### src/logic/hpc_pkg.sv
// Package for the haptic playback control register bank
package hpc_pkg;
	// ==========================================================
	// Register offsets (printed offsets not multiples of four: index * 4)
	localparam logic [7:0] HPC_IDX_TOP_CTL = 8'h22;
	localparam logic [7:0] HPC_IDX_OVR_LVL = 8'h23;
	localparam logic [7:0] HPC_IDX_SEQ_CFG = 8'h24;
	localparam logic [7:0] HPC_IDX_STATUS = 8'h30;
	localparam logic [7:0] HPC_IDX_SEQ_CTRL = 8'h31;
	localparam logic [7:0] HPC_IDX_LEN = 8'h32;
	localparam logic [7:0] HPC_IDX_ACCEL = 8'h33;
	// ==========================================================
	// Field positions
	localparam int HPC_BIT_RUN = 4;
	localparam int HPC_BIT_STANDBY = 3;
	localparam int HPC_BIT_TIMEBASE = 2;
	localparam int HPC_BIT_WAVEGEN = 1;
	localparam int HPC_BIT_CHAIN = 0;
	localparam int HPC_BIT_SEQ_NEXT = 0;
	// ==========================================================
	// Reset values
	localparam logic [7:0] HPC_RST_TOP_CTL = 8'h00;
	localparam logic [7:0] HPC_RST_OVR_LVL = 8'h00;
	localparam logic [7:0] HPC_RST_SEQ_CFG = 8'h00;
	localparam logic [15:0] HPC_RST_LEN = 16'h0010;
	// ==========================================================
	// Override scaling constants
	localparam logic [7:0] HPC_OVR_FULL = 8'h7F;
	// ==========================================================
	// Frame timebase durations in microseconds, per selection
	localparam int HPC_FRAME_US_SLOW0 = 5440;
	localparam int HPC_FRAME_US_SLOW3 = 87040;
	localparam int HPC_FRAME_US_FAST0 = 1360;
	localparam int HPC_FRAME_US_FAST3 = 43520;
	// ==========================================================
	// Operating modes and power states
	typedef enum logic [2:0] {
		HPC_MODE_INACTIVE = 3'h0,
		HPC_MODE_DIRECT_LEVEL_OVERRIDE = 3'h1,
		HPC_MODE_PWM = 3'h2,
		HPC_MODE_REGISTER_TRIGGERED_MEMORY_PLAYBACK = 3'h3,
		HPC_MODE_EDGE_TRIGGERED_MEMORY_PLAYBACK = 3'h4
	} hpc_mode_t;
	typedef enum logic [1:0] {
		HPC_PWR_IDLE = 2'h0,
		HPC_PWR_STANDBY = 2'h1,
		HPC_PWR_ACTIVE = 2'h2
	} hpc_pwr_t;
	// ==========================================================
	// Drive command carried to the output stage
	typedef struct packed {
		logic active;
		logic [2:0] mode;
		logic signed [8:0] factor;
		logic use_abs_max;
		logic use_nom_max;
		logic timebase_sel;
		logic wave_gen_sel;
	} hpc_drive_t;
	// APB request
	typedef struct packed {
		logic sel;
		logic enable;
		logic write;
		logic [11:0] addr;
		logic [31:0] wdata;
	} hpc_apb_req_t;
endpackage : hpc_pkg

### src/logic/hpc_ovr_scale.sv
// Override level to signed scaling factor conversion
`timescale 1ns/1ps
`default_nettype none
module hpc_ovr_scale (
	// Inputs
	input wire logic [7:0] level,
	input wire logic accel_en,
	// Result
	output logic signed [8:0] factor,
	output logic use_abs,
	output logic use_nom
);
	import hpc_pkg::*;
	always_comb begin
		// Negative codes clamp to zero when acceleration is on
		if (level[7] && accel_en) begin
			factor = 9'sh000; // [RQ7]
		end else begin
			factor = {level[7], level}; // [RQ5] [RQ7]
		end
		// Absolute max flag follows acceleration; nominal max flag is always set
		use_abs = accel_en; // [RQ6]
		use_nom = 1'b1; // [RQ6]
	end
endmodule : hpc_ovr_scale
`default_nettype wire

### src/logic/hpc_seq_player.sv
// Memory sequence player with chained start
`timescale 1ns/1ps
`default_nettype none
module hpc_seq_player (
	// Clock and reset
	input wire logic pclk,
	input wire logic presetn,
	// Control
	input wire logic run,
	input wire logic chain,
	input wire logic [15:0] seq_len,
	// Status
	output logic playing,
	output logic seq_done,
	output logic next_start
);
	import hpc_pkg::*;
	logic [15:0] cnt_r;
	always_ff @(posedge pclk or negedge presetn) begin
		if (!presetn) begin
			cnt_r <= 16'h0000;
			playing <= 1'b0;
			seq_done <= 1'b0;
			next_start <= 1'b0;
		end else begin
			seq_done <= 1'b0;
			next_start <= 1'b0;
			if (!run) begin
				playing <= 1'b0; // [RQ2]
				cnt_r <= 16'h0000;
			end else if (!playing) begin
				// Run is still set in the cycle after done; do not replay
				if (!seq_done) begin
					playing <= 1'b1; // [RQ1]
				end
				cnt_r <= 16'h0000;
			end else if (cnt_r + 16'h0001 >= seq_len) begin
				cnt_r <= 16'h0000;
				// Chain input lags its clear by a cycle; fire only once
				if (chain && !next_start) begin
					next_start <= 1'b1; // [RQ11]
				end else begin
					playing <= 1'b0;
					seq_done <= 1'b1;
				end
			end else begin
				cnt_r <= cnt_r + 16'h0001;
			end
		end
	end
endmodule : hpc_seq_player
`default_nettype wire

### src/logic/hpc_top.sv
// Haptic playback control register bank with APB slave
//
// How it works
// RQ1 - Writing run bit one starts playback
// RQ2 - Writing run zero halts, returns idle
// RQ3 - Standby bit selects post-playback power state
// RQ4 - Mode field decodes five operating modes
// RQ5 - Override level scales drive, 0x7F full
// RQ6 - Scaling targets absolute or nominal maximum
// RQ7 - Negative codes signed, or zero with acceleration
// RQ8 - Timebase bit selects frame duration set
// RQ9 - Wave select bit picks custom sine drive
// RQ10 - Software sets back-EMF sensing per wave mode
// RQ11 - Chain bit starts next sequence at end
// RQ12 - Chain bit self-clears when next sequence starts
// RQ13 - Reserved mode codes behave as inactive
`timescale 1ns/1ps
`default_nettype none
module hpc_top (
	// Clock and reset
	input wire logic pclk,
	input wire logic presetn,
	// APB slave
	input wire logic psel,
	input wire logic penable,
	input wire logic pwrite,
	input wire logic [11:0] paddr,
	input wire logic [31:0] pwdata,
	input wire logic [3:0] pstrb,
	output logic [31:0] prdata,
	output logic pready,
	output logic pslverr,
	// Device context
	input wire logic accel_en,
	// Drive and power outputs
	output var hpc_pkg::hpc_drive_t drive,
	output var hpc_pkg::hpc_pwr_t pwr_state,
	output logic playing
);
	import hpc_pkg::*;

	// ==========================================================
	// Registers
	logic [7:0] top_ctl_r;
	logic [7:0] ovr_lvl_r;
	logic [7:0] seq_cfg_r;
	logic [15:0] seq_len_r;
	logic done_seen_r;
	logic [7:0] chain_count_r;
	logic [9:0] idx;
	logic wr_en;
	logic rd_en;
	logic mapped;
	logic wr_lane0;
	logic mode_mem;
	logic [2:0] mode_eff;
	logic seq_playing;
	logic seq_done;
	logic next_start;
	logic signed [8:0] factor;
	logic use_abs;
	logic use_nom;
	logic run_stop_wr;

	assign idx = paddr[11:2];
	assign wr_en = psel && penable && pwrite && pready;
	assign rd_en = psel && !penable && !pwrite;
	assign wr_lane0 = pstrb[0];
	assign mapped = (paddr[1:0] == 2'h0) &&
		((idx[7:0] == HPC_IDX_TOP_CTL) || (idx[7:0] == HPC_IDX_OVR_LVL) ||
		(idx[7:0] == HPC_IDX_SEQ_CFG) || (idx[7:0] == HPC_IDX_STATUS) ||
		(idx[7:0] == HPC_IDX_SEQ_CTRL) || (idx[7:0] == HPC_IDX_LEN) ||
		(idx[7:0] == HPC_IDX_ACCEL)) && (idx[9:8] == 2'h0);
	assign run_stop_wr = wr_en && wr_lane0 && mapped &&
		idx[7:0] == HPC_IDX_TOP_CTL && !pwdata[HPC_BIT_RUN];

	// ==========================================================
	// Mode decode, reserved codes act as inactive
	always_comb begin
		case (top_ctl_r[2:0])
			HPC_MODE_INACTIVE,
			HPC_MODE_DIRECT_LEVEL_OVERRIDE,
			HPC_MODE_PWM,
			HPC_MODE_REGISTER_TRIGGERED_MEMORY_PLAYBACK,
			HPC_MODE_EDGE_TRIGGERED_MEMORY_PLAYBACK: begin
				mode_eff = top_ctl_r[2:0]; // [RQ4]
			end
			default: begin
				mode_eff = HPC_MODE_INACTIVE; // [RQ13]
			end
		endcase
	end
	assign mode_mem = (mode_eff == HPC_MODE_REGISTER_TRIGGERED_MEMORY_PLAYBACK) ||
		(mode_eff == HPC_MODE_EDGE_TRIGGERED_MEMORY_PLAYBACK); // [RQ11]

	// ==========================================================
	// APB ready, no wait state so every access takes two cycles
	always_ff @(posedge pclk or negedge presetn) begin
		if (!presetn) begin
			pready <= 1'b0;
		end else begin
			pready <= psel && !penable;
		end
	end

	always_ff @(posedge pclk or negedge presetn) begin
		if (!presetn) begin
			pslverr <= 1'b0;
		end else begin
			pslverr <= psel && !penable && !mapped;
		end
	end

	// ==========================================================
	// Control register, run bit is cleared by hardware at end
	always_ff @(posedge pclk or negedge presetn) begin
		if (!presetn) begin
			top_ctl_r <= HPC_RST_TOP_CTL;
		end else if (wr_en && wr_lane0 && mapped &&
			idx[7:0] == HPC_IDX_TOP_CTL) begin
			top_ctl_r <= {3'h0, pwdata[4:0]}; // [RQ1] [RQ2]
		end else if (seq_done) begin
			top_ctl_r[HPC_BIT_RUN] <= 1'b0;
		end
	end

	always_ff @(posedge pclk or negedge presetn) begin
		if (!presetn) begin
			ovr_lvl_r <= HPC_RST_OVR_LVL;
		end else if (wr_en && wr_lane0 && mapped &&
			idx[7:0] == HPC_IDX_OVR_LVL) begin
			ovr_lvl_r <= pwdata[7:0];
		end
	end

	// Chain bit: hardware clear at next start; the clear wins
	always_ff @(posedge pclk or negedge presetn) begin
		if (!presetn) begin
			seq_cfg_r <= HPC_RST_SEQ_CFG;
		end else begin
			if (wr_en && wr_lane0 && mapped &&
				idx[7:0] == HPC_IDX_SEQ_CFG) begin
				seq_cfg_r <= {5'h00, pwdata[2:0]};
			end
			if (next_start) begin
				seq_cfg_r[HPC_BIT_CHAIN] <= 1'b0; // [RQ12]
			end
		end
	end

	always_ff @(posedge pclk or negedge presetn) begin
		if (!presetn) begin
			seq_len_r <= HPC_RST_LEN;
		end else if (wr_en && wr_lane0 && mapped &&
			idx[7:0] == HPC_IDX_LEN) begin
			seq_len_r <= (pwdata[15:0] == 16'h0000) ? 16'h0001 : pwdata[15:0];
		end
	end

	// Sticky completion flag; set wins over write-one clear
	always_ff @(posedge pclk or negedge presetn) begin
		if (!presetn) begin
			done_seen_r <= 1'b0;
		end else if (seq_done) begin
			done_seen_r <= 1'b1;
		end else if (wr_en && wr_lane0 && mapped &&
			idx[7:0] == HPC_IDX_STATUS && pwdata[0]) begin
			done_seen_r <= 1'b0;
		end
	end

	always_ff @(posedge pclk or negedge presetn) begin
		if (!presetn) begin
			chain_count_r <= 8'h00;
		end else if (next_start) begin
			chain_count_r <= chain_count_r + 8'h01;
		end
	end

	// ==========================================================
	// Read data
	always_ff @(posedge pclk or negedge presetn) begin
		if (!presetn) begin
			prdata <= 32'h0000_0000;
		end else if (rd_en && !mapped) begin
			prdata <= 32'h0000_0000;
		end else if (rd_en) begin
			case (idx[7:0])
				HPC_IDX_TOP_CTL: prdata <= {24'h0, top_ctl_r};
				HPC_IDX_OVR_LVL: prdata <= {24'h0, ovr_lvl_r};
				HPC_IDX_SEQ_CFG: prdata <= {24'h0, seq_cfg_r};
				HPC_IDX_STATUS: prdata <= {24'h0, chain_count_r[3:0],
					pwr_state, seq_playing, done_seen_r};
				HPC_IDX_LEN: prdata <= {16'h0, seq_len_r};
				HPC_IDX_ACCEL: prdata <= {31'h0, accel_en};
				default: prdata <= 32'h0000_0000;
			endcase
		end
	end

	// ==========================================================
	// Sequence player and override scaling
	hpc_seq_player u_player (
		.pclk(pclk),
		.presetn(presetn),
		.run(top_ctl_r[HPC_BIT_RUN] && mode_mem),
		.chain(seq_cfg_r[HPC_BIT_CHAIN] && mode_mem),
		.seq_len(seq_len_r),
		.playing(seq_playing),
		.seq_done(seq_done),
		.next_start(next_start)
	);

	hpc_ovr_scale u_scale (
		.level(ovr_lvl_r),
		.accel_en(accel_en),
		.factor(factor),
		.use_abs(use_abs),
		.use_nom(use_nom)
	);

	// ==========================================================
	// Power state after playback
	always_ff @(posedge pclk or negedge presetn) begin
		if (!presetn) begin
			pwr_state <= HPC_PWR_IDLE;
		end else if (seq_playing ||
			mode_eff == HPC_MODE_DIRECT_LEVEL_OVERRIDE ||
			mode_eff == HPC_MODE_PWM) begin
			pwr_state <= HPC_PWR_ACTIVE;
		end else if (seq_done) begin
			pwr_state <= top_ctl_r[HPC_BIT_STANDBY] ?
				HPC_PWR_STANDBY : HPC_PWR_IDLE; // [RQ3]
		end else if (run_stop_wr || pwr_state == HPC_PWR_ACTIVE) begin
			// Standby after playback persists until software stops
			pwr_state <= HPC_PWR_IDLE; // [RQ2]
		end
	end

	always_ff @(posedge pclk or negedge presetn) begin
		if (!presetn) begin
			playing <= 1'b0;
		end else begin
			playing <= seq_playing;
		end
	end

	// ==========================================================
	// Drive command
	always_ff @(posedge pclk or negedge presetn) begin
		if (!presetn) begin
			drive <= '0;
		end else begin
			drive.active <= (seq_playing && mode_mem) ||
				mode_eff == HPC_MODE_DIRECT_LEVEL_OVERRIDE ||
				mode_eff == HPC_MODE_PWM;
			drive.mode <= mode_eff; // [RQ4] [RQ13]
			drive.factor <= (mode_eff == HPC_MODE_DIRECT_LEVEL_OVERRIDE) ?
				factor : 9'sh000; // [RQ5]
			drive.use_abs_max <= use_abs; // [RQ6]
			drive.use_nom_max <= use_nom; // [RQ6]
			drive.timebase_sel <= seq_cfg_r[HPC_BIT_TIMEBASE]; // [RQ8]
			drive.wave_gen_sel <= seq_cfg_r[HPC_BIT_WAVEGEN]; // [RQ9]
		end
	end

	// ==========================================================
	// Assertions
	a_run_clear_idle: assert property ( // [RQ2]
		@(posedge pclk) disable iff (!presetn)
		wr_en && mapped && wr_lane0 && idx[7:0] == HPC_IDX_TOP_CTL &&
		!pwdata[HPC_BIT_RUN] |=> ##1 !seq_playing)
		else $error("playback did not stop after run cleared");
	a_run_start: assert property ( // [RQ1]
		@(posedge pclk) disable iff (!presetn)
		$rose(top_ctl_r[HPC_BIT_RUN]) && mode_mem |=> seq_playing)
		else $error("playback did not start");
	a_chain_self_clear: assert property ( // [RQ12]
		@(posedge pclk) disable iff (!presetn)
		next_start |=> !seq_cfg_r[HPC_BIT_CHAIN])
		else $error("chain bit not cleared");
	a_chain_continue: assert property ( // [RQ11]
		@(posedge pclk) disable iff (!presetn)
		next_start |-> seq_playing && !seq_done)
		else $error("chained sequence stopped");
	a_standby_after: assert property ( // [RQ3]
		@(posedge pclk) disable iff (!presetn)
		seq_done && top_ctl_r[HPC_BIT_STANDBY] &&
		mode_eff != HPC_MODE_DIRECT_LEVEL_OVERRIDE &&
		mode_eff != HPC_MODE_PWM |=> pwr_state == HPC_PWR_STANDBY)
		else $error("standby not entered");
	a_reserved_mode: assert property ( // [RQ13]
		@(posedge pclk) disable iff (!presetn)
		top_ctl_r[2:0] > 3'h4 |=> drive.mode == HPC_MODE_INACTIVE &&
		!drive.active)
		else $error("reserved mode not inactive");
	a_neg_factor: assert property ( // [RQ7]
		@(posedge pclk) disable iff (!presetn)
		mode_eff == HPC_MODE_DIRECT_LEVEL_OVERRIDE && ovr_lvl_r[7] |=>
		drive.factor == ($past(accel_en) ? 9'sh000 :
		{1'b1, $past(ovr_lvl_r)}))
		else $error("negative factor wrong");
	a_full_scale: assert property ( // [RQ5]
		@(posedge pclk) disable iff (!presetn)
		mode_eff == HPC_MODE_DIRECT_LEVEL_OVERRIDE &&
		ovr_lvl_r == HPC_OVR_FULL |=>
		drive.factor == 9'sh07F)
		else $error("full scale factor wrong");
	a_timebase_out: assert property ( // [RQ8] [RQ9]
		@(posedge pclk) disable iff (!presetn)
		##1 drive.timebase_sel == $past(seq_cfg_r[HPC_BIT_TIMEBASE]) &&
		drive.wave_gen_sel == $past(seq_cfg_r[HPC_BIT_WAVEGEN]))
		else $error("timebase or wave select wrong");
	c_chain: cover property (@(posedge pclk) disable iff (!presetn)
		next_start);
	c_done_standby: cover property (@(posedge pclk) disable iff (!presetn)
		seq_done && top_ctl_r[HPC_BIT_STANDBY]);
	c_override_neg: cover property (@(posedge pclk) disable iff (!presetn)
		drive.factor < 0);
endmodule : hpc_top
`default_nettype wire

### config.mk
export PLATFORM = sky130hd
export DESIGN_NAME = hpc_top
export DESIGN_NICKNAME = d
export VERILOG_FILES = /design/src/logic/hpc_pkg.sv /design/src/logic/hpc_ovr_scale.sv /design/src/logic/hpc_seq_player.sv /design/src/logic/hpc_top.sv
export SDC_FILE = /design/constraint.sdc
export NUM_CORES = 1
export LEC_CHECK = 0
export CAP_MARGIN = 20
export CORE_ASPECT_RATIO = 1.2
export CORE_UTILIZATION = 30
export DETAILED_ROUTE_END_ITERATION = 12
export DONT_BUFFER_PORTS = 1
export PLACE_DENSITY = 0.46
export SLEW_MARGIN = 10
export SYNTH_ARGS = -nofsm -noshare
export SYNTH_HDL_FRONTEND = slang
export SYNTH_SLANG_ARGS = --single-unit
export TNS_END_PERCENT = 1
### constraint.sdc
create_clock -name pclk -period 2.8 [get_ports pclk]
set_input_delay 0.14 -clock pclk [delete_from_list [all_inputs] [get_ports pclk]]
set_output_delay 0.14 -clock pclk [all_outputs]
set_load 0.02 [all_outputs]
# Word level (Yosys, flattened, before mapping)
# Index checks and enable logic that the tools add are counted.
# word_totals
in_bits	54
elab_cells	125
output_inout_bits	54
regBits	114
# op_classes
n_eq_ne	16
add_sub_neg	2
reduce_logical	50
mux	32
order_cmp	1
# ops
operator	n
one-hot mux 16 bit (6 select lines)	1
2-to-1 mux 16 bit	4
2-to-1 mux 32 bit	2
equality test 8 x 6 -> 1 bit, second input constant	7
logical AND 1 bit	23
2-to-1 mux 1 bit	19
2-to-1 mux 9 bit	2
adder 16 x 1 -> 16 bit, second input constant	1
greater-or-equal comparator 16 bit	1
logical NOT 16 bit	1
equality test 3 x 2 -> 1 bit, second input constant	4
logical OR 1 bit	12
adder 8 x 1 -> 8 bit, second input constant	1
nonzero test 2 bit	4
equality test 3 x 1 -> 1 bit, second input constant	2
equality test 3 bit, second input constant	2
2-to-1 mux 2 bit	3
logical NOT 1 bit	5
OR reduction 5 bit	1
logical NOT 2 bit	2
logical NOT 3 bit	1
2-to-1 mux 3 bit	1
nonzero test 3 bit	1
equality test 2 bit, second input constant	1

# Longest topological paths before layout
# logic_depth
word_depth	16
mapped_depth	11
depth_no_buf	10

# Modules after synthesis
# A second synthesis with hierarchy kept.
# hier_totals
cells_unflattened	426
hier_area_um2	4862.2
# by_module_without_submodules
mod	n_inst	seq_area_each_um2	cells_per_inst	area_each_um2
hpc_top	1	1878.1	281	3475.8
hpc_seq_player	1	475.5	133	1301.2
hpc_ovr_scale	1	0.0	12	85.1

# Worst setup path before layout
# No wires, ideal clock.
# synth_timing
kind	reg-to-reg
from	reg u_player.cnt_r[2]
to	reg u_player.cnt_r[10]
setup_ns	0.135
path_slack_ns	0.225
required_ns	2.665
synth_period_minus_slack_ns	2.575
path_buffers	1
stages_incl_launch_ff	12
arrival_ns	2.440
path_cell_list	dfrtp_1 -> and4_1 -> nand4_2 -> nor3_1 -> xor2_1 -> ha_1 -> nand4_1 -> nor2_1 -> o2111ai_1 -> o211ai_2 -> clkbuf_1 -> nor3b_1
# synth_between
elab_chain_len	5
# synth_rtl
element	line	source
start: declaration	hpc_seq_player.sv:18	logic [15:0] cnt_r;
start signal: assignment	hpc_seq_player.sv:47	cnt_r <= cnt_r + 16'h0001;
adder 16 x 1 -> 16 bit (*)	hpc_seq_player.sv:37, hpc_seq_player.sv:47	
greater-or-equal comparator 16 bit	hpc_seq_player.sv:37	end else if (cnt_r + 16'h0001 >= seq_len) begin
2-to-1 mux 16 bit (*)	hpc_seq_player.sv:37	
2-to-1 mux 16 bit (*)	hpc_seq_player.sv:31	end else if (!playing) begin
2-to-1 mux 16 bit (*)	hpc_seq_player.sv:28	if (!run) begin
# Mark *: on every way between the ends. The rest lies on a longest branch, timed or not.
# A chain may end at the register's enable or synchronous reset.

# Worst setup path after layout
# layout_timing
from	reg u_player.cnt_r[3]
to	reg u_player.next_start
# layout_between
elab_chain_len	5
# layout_rtl
element	line	source
adder 16 x 1 -> 16 bit	hpc_seq_player.sv:37	
greater-or-equal comparator 16 bit	hpc_seq_player.sv:37	
2-to-1 mux 1 bit	hpc_seq_player.sv:37	
2-to-1 mux 1 bit	hpc_seq_player.sv:31	
2-to-1 mux 1 bit	hpc_seq_player.sv:28	
end signal: assignment	hpc_seq_player.sv:24	next_start <= 1'b0;
end signal: assignment	hpc_seq_player.sv:27	next_start <= 1'b0;
end signal: assignment	hpc_seq_player.sv:41	next_start <= 1'b1;
end: declaration	hpc_seq_player.sv:15	output logic next_start
# Every way passes these cells.

==> flow_summary.json <==
{
  "drv_cap": 0,
  "routed_wl_mm": 11.4,
  "status": "completed",
  "finClkSkew_ns": 0.00683,
  "core_area_um2": 15100,
  "yosysSeqAreaShare": 0.498,
  "drive_gt1_frac": 0.172,
  "detail_route.iter0.violations": 142,
  "clk_pin_slew_ns": 0.07,
  "numClockSinks": 93,
  "setup_tns_ns": 0,
  "critical_path.startpoint_type": "flop",
  "worst-path-max-fanout": 19,
  "die_w_um": 116,
  "setup_violations": 0,
  "ys_async_sr_fraction": 1.00,
  "hold_viol": 0,
  "cts-buffers-inserted": 9,
  "end_kind": "flop",
  "hp-class": "primary input to flop",
  "hpwl_mm": 8.33,
  "htreeDepth": 3,
  "critPathKind": "flop to flop",
  "cts_tree": "built",
  "synth_edf_count": 0,
  "clock_path_buffers": 2,
  "port_buffers": 0,
  "post-place-ws_ns": 0.139,
  "worstPathArrival_ns": 2.86,
  "pin_count": 108,
  "drtPass1Iterations": 4,
  "vias": 3117,
  "p_leak_nw": 2.46,
  "place.gp.congestion": 0.810,
  "synth_area_um2": 4680,
  "wl_per_cell_um": 17.8,
  "fin_crit_sh": 0.930,
  "worstReg2RegStart": "u_player.cnt_r[3]",
  "hp-start": "paddr[10]",
  "startpoint": "u_player.cnt_r[3]",
  "relSlewSlack": 0.474,
  "max_slew.worst_pin.slew_ns": 0.784,
  "clockRootBuffer": "clkbuf_16",
  "cp.required_ns": 3.05,
  "final_common_cell": "dfrtp_1",
  "max-vdd-ir-drop_mv": 0.245,
  "synth_seq_cells": 93,
  "synth_warnings": 0,
  "drc_errors": 0,
  "ys_types": 61,
  "fmax_mhz": 384,
  "grt_usage": 0.156,
  "rows": 49,
  "synthCells": 406,
  "die_y_um": 139,
  "yosysTopAreaCellShare": 0.492,
  "postSynthAreaPerCell_um2": 11.5,
  "worst_slack_ns": 0.197,
  "vias_per_cell": 4.86,
  "final_net_count": 504,
  "start_util": 0.309,
  "grt_pass1_wl_mm": 18.6,
  "synth_top_area_cell": "dfrtp_1",
  "antenna_found_initial": 0,
  "synth_area_leaders": "dfrtp_1, mux2_2, ha_1",
  "ant_nets": 0,
  "grt-ovfl-total": 0,
  "synth_ff_type": "dfrtp_1",
  "worstSkewPairLatency_ns": 0.35,
  "grt_pass1_vias": 3339,
  "placed_cell_area_um2": 4860,
  "fin_area_um2": 5390,
  "final_cell_mix": "dfrtp_1, nand2_1, mux2_2, inv_1, dlygate4sd3_1",
  "maxSlewViolCount": 0,
  "post-route-min-period_ns": 2.60,
  "grt_max_degree": 94,
  "power_density_nw_per_um2": 487,
  "die-area_um2": 16100,
  "area_growth_syn_to_layout_pct": 15.2,
  "rsz0062_at_grt": "no"
}
## final timing paths
kind	endpoint	slack (ns)	cells past startpoint
max in group asynchronous	u_player.cnt_r[0]	2.05	2
min in group asynchronous	prdata[4]	0.38	2
worst max-delay path	u_player.next_start	0.20	12
worst min-delay path	pslverr	0.03	3
worst max register to register	u_player.next_start	0.20	12
worst min register to register	drive[1]	0.42	0
## where the power goes
group	leakage [nW]	total, mW	switching (mW)	internal [mW]
logic	1.05	0.110	0.0734	0.0370
registers	1.28	1.35	0.00538	1.35
clock network	0.132	1.16	0.510	0.650
total	2.46	2.62	0.589	2.03
## kinds of logic after synthesis
kind of cell / Yosys count / share of synthesized area
AND/OR/NAND/NOR: 126 / 0.172
flip-flops: 93 / 0.498
AO/OA/AOI/OAI: 65 / 0.0965
buffers and inverters: 48 / 0.0583
multiplexers: 36 / 0.0922
adder cells (fa/ha/maj): 18 / 0.0481
XOR/XNOR: 18 / 0.0337
other: 2 / 0.00160
## timing repair
action,4_1_cts,5_1_grt
setup endpoints to repair,0,19
hold buffers,21,0
buffers inserted,0,0
resized for setup,0,6
endpoints found under the hold margin,130,0
## cell type report
cell class | instances | area (µm²)
fill | 1541 | 9750
sequential | 93 | 2330
multi-input combinational | 280 | 2150
timing repair buffer | 28 | 293
clock buffer | 13 | 260
tap | 204 | 255
inverter | 20 | 75.1
clock inverter | 3 | 20.0
antenna | 1 | 2.50
## state kept, by name (all words and copies together) (netlist names)
signal,cells
u_player.next_start,1
prdata,16
drive,16
seq_len_r,16
ovr_lvl_r,8
pslverr,1
u_player.seq_done,1
seq_cfg_r,3
playing,1
chain_count_r,4
u_player.cnt_r,16
top_ctl_r,5
pwr_state,2
u_player.playing,1
pready,1
done_seen_r,1
## synth_stat cells, drive strengths merged (8+ instances only)
library cell / number
ha: 18
a22o: 10
and2: 10
o21ai: 17
xnor2: 11
inv: 20
nor3b: 20
nor3: 8
nand2: 25
mux2: 33
dfrtp: 92
nor2: 15
a21oi: 10
buf: 24
nand3: 12
## metrics by stage
| step | hold WS (ns) | util | cells | total power, mW |
|---|---|---|---|---|
| after global placement | -0.154 | 0.321 | 604 | 1.43 |
| final | 0.0258 | 0.356 | 642 | 2.62 |
| after detailed placement | -0.154 | 0.321 | 604 | 1.43 |
| after global routing | 0.0207 | 0.356 | 641 | 2.74 |
| after floorplan | -0.156 | - | 421 | 1.44 |
| after CTS | 0.0190 | 0.354 | 641 | 2.67 |
## per-layer routing
layer  vias up  global-route usage  wire length, µm
met5         -                   0                0
met4         0              0.0540              186
met3        15              0.0446              574
met2        71               0.262             5920
met1      1560               0.187             4720
li1       1471                   -                -
## critical path: stages (launching register included)
cell	delay, ns
dfrtp_1	0.36
and4_4	0.26
buf_4	0.12
and3_1	0.20
nand3_1	0.12
xnor2_1	0.16
ha_1	0.29
nand4_1	0.15
nor2_1	0.15
o2111ai_1	0.13
o211ai_2	0.21
buf_12	0.19
nor3b_1	0.18
Power figures use the tool's default switching activity.
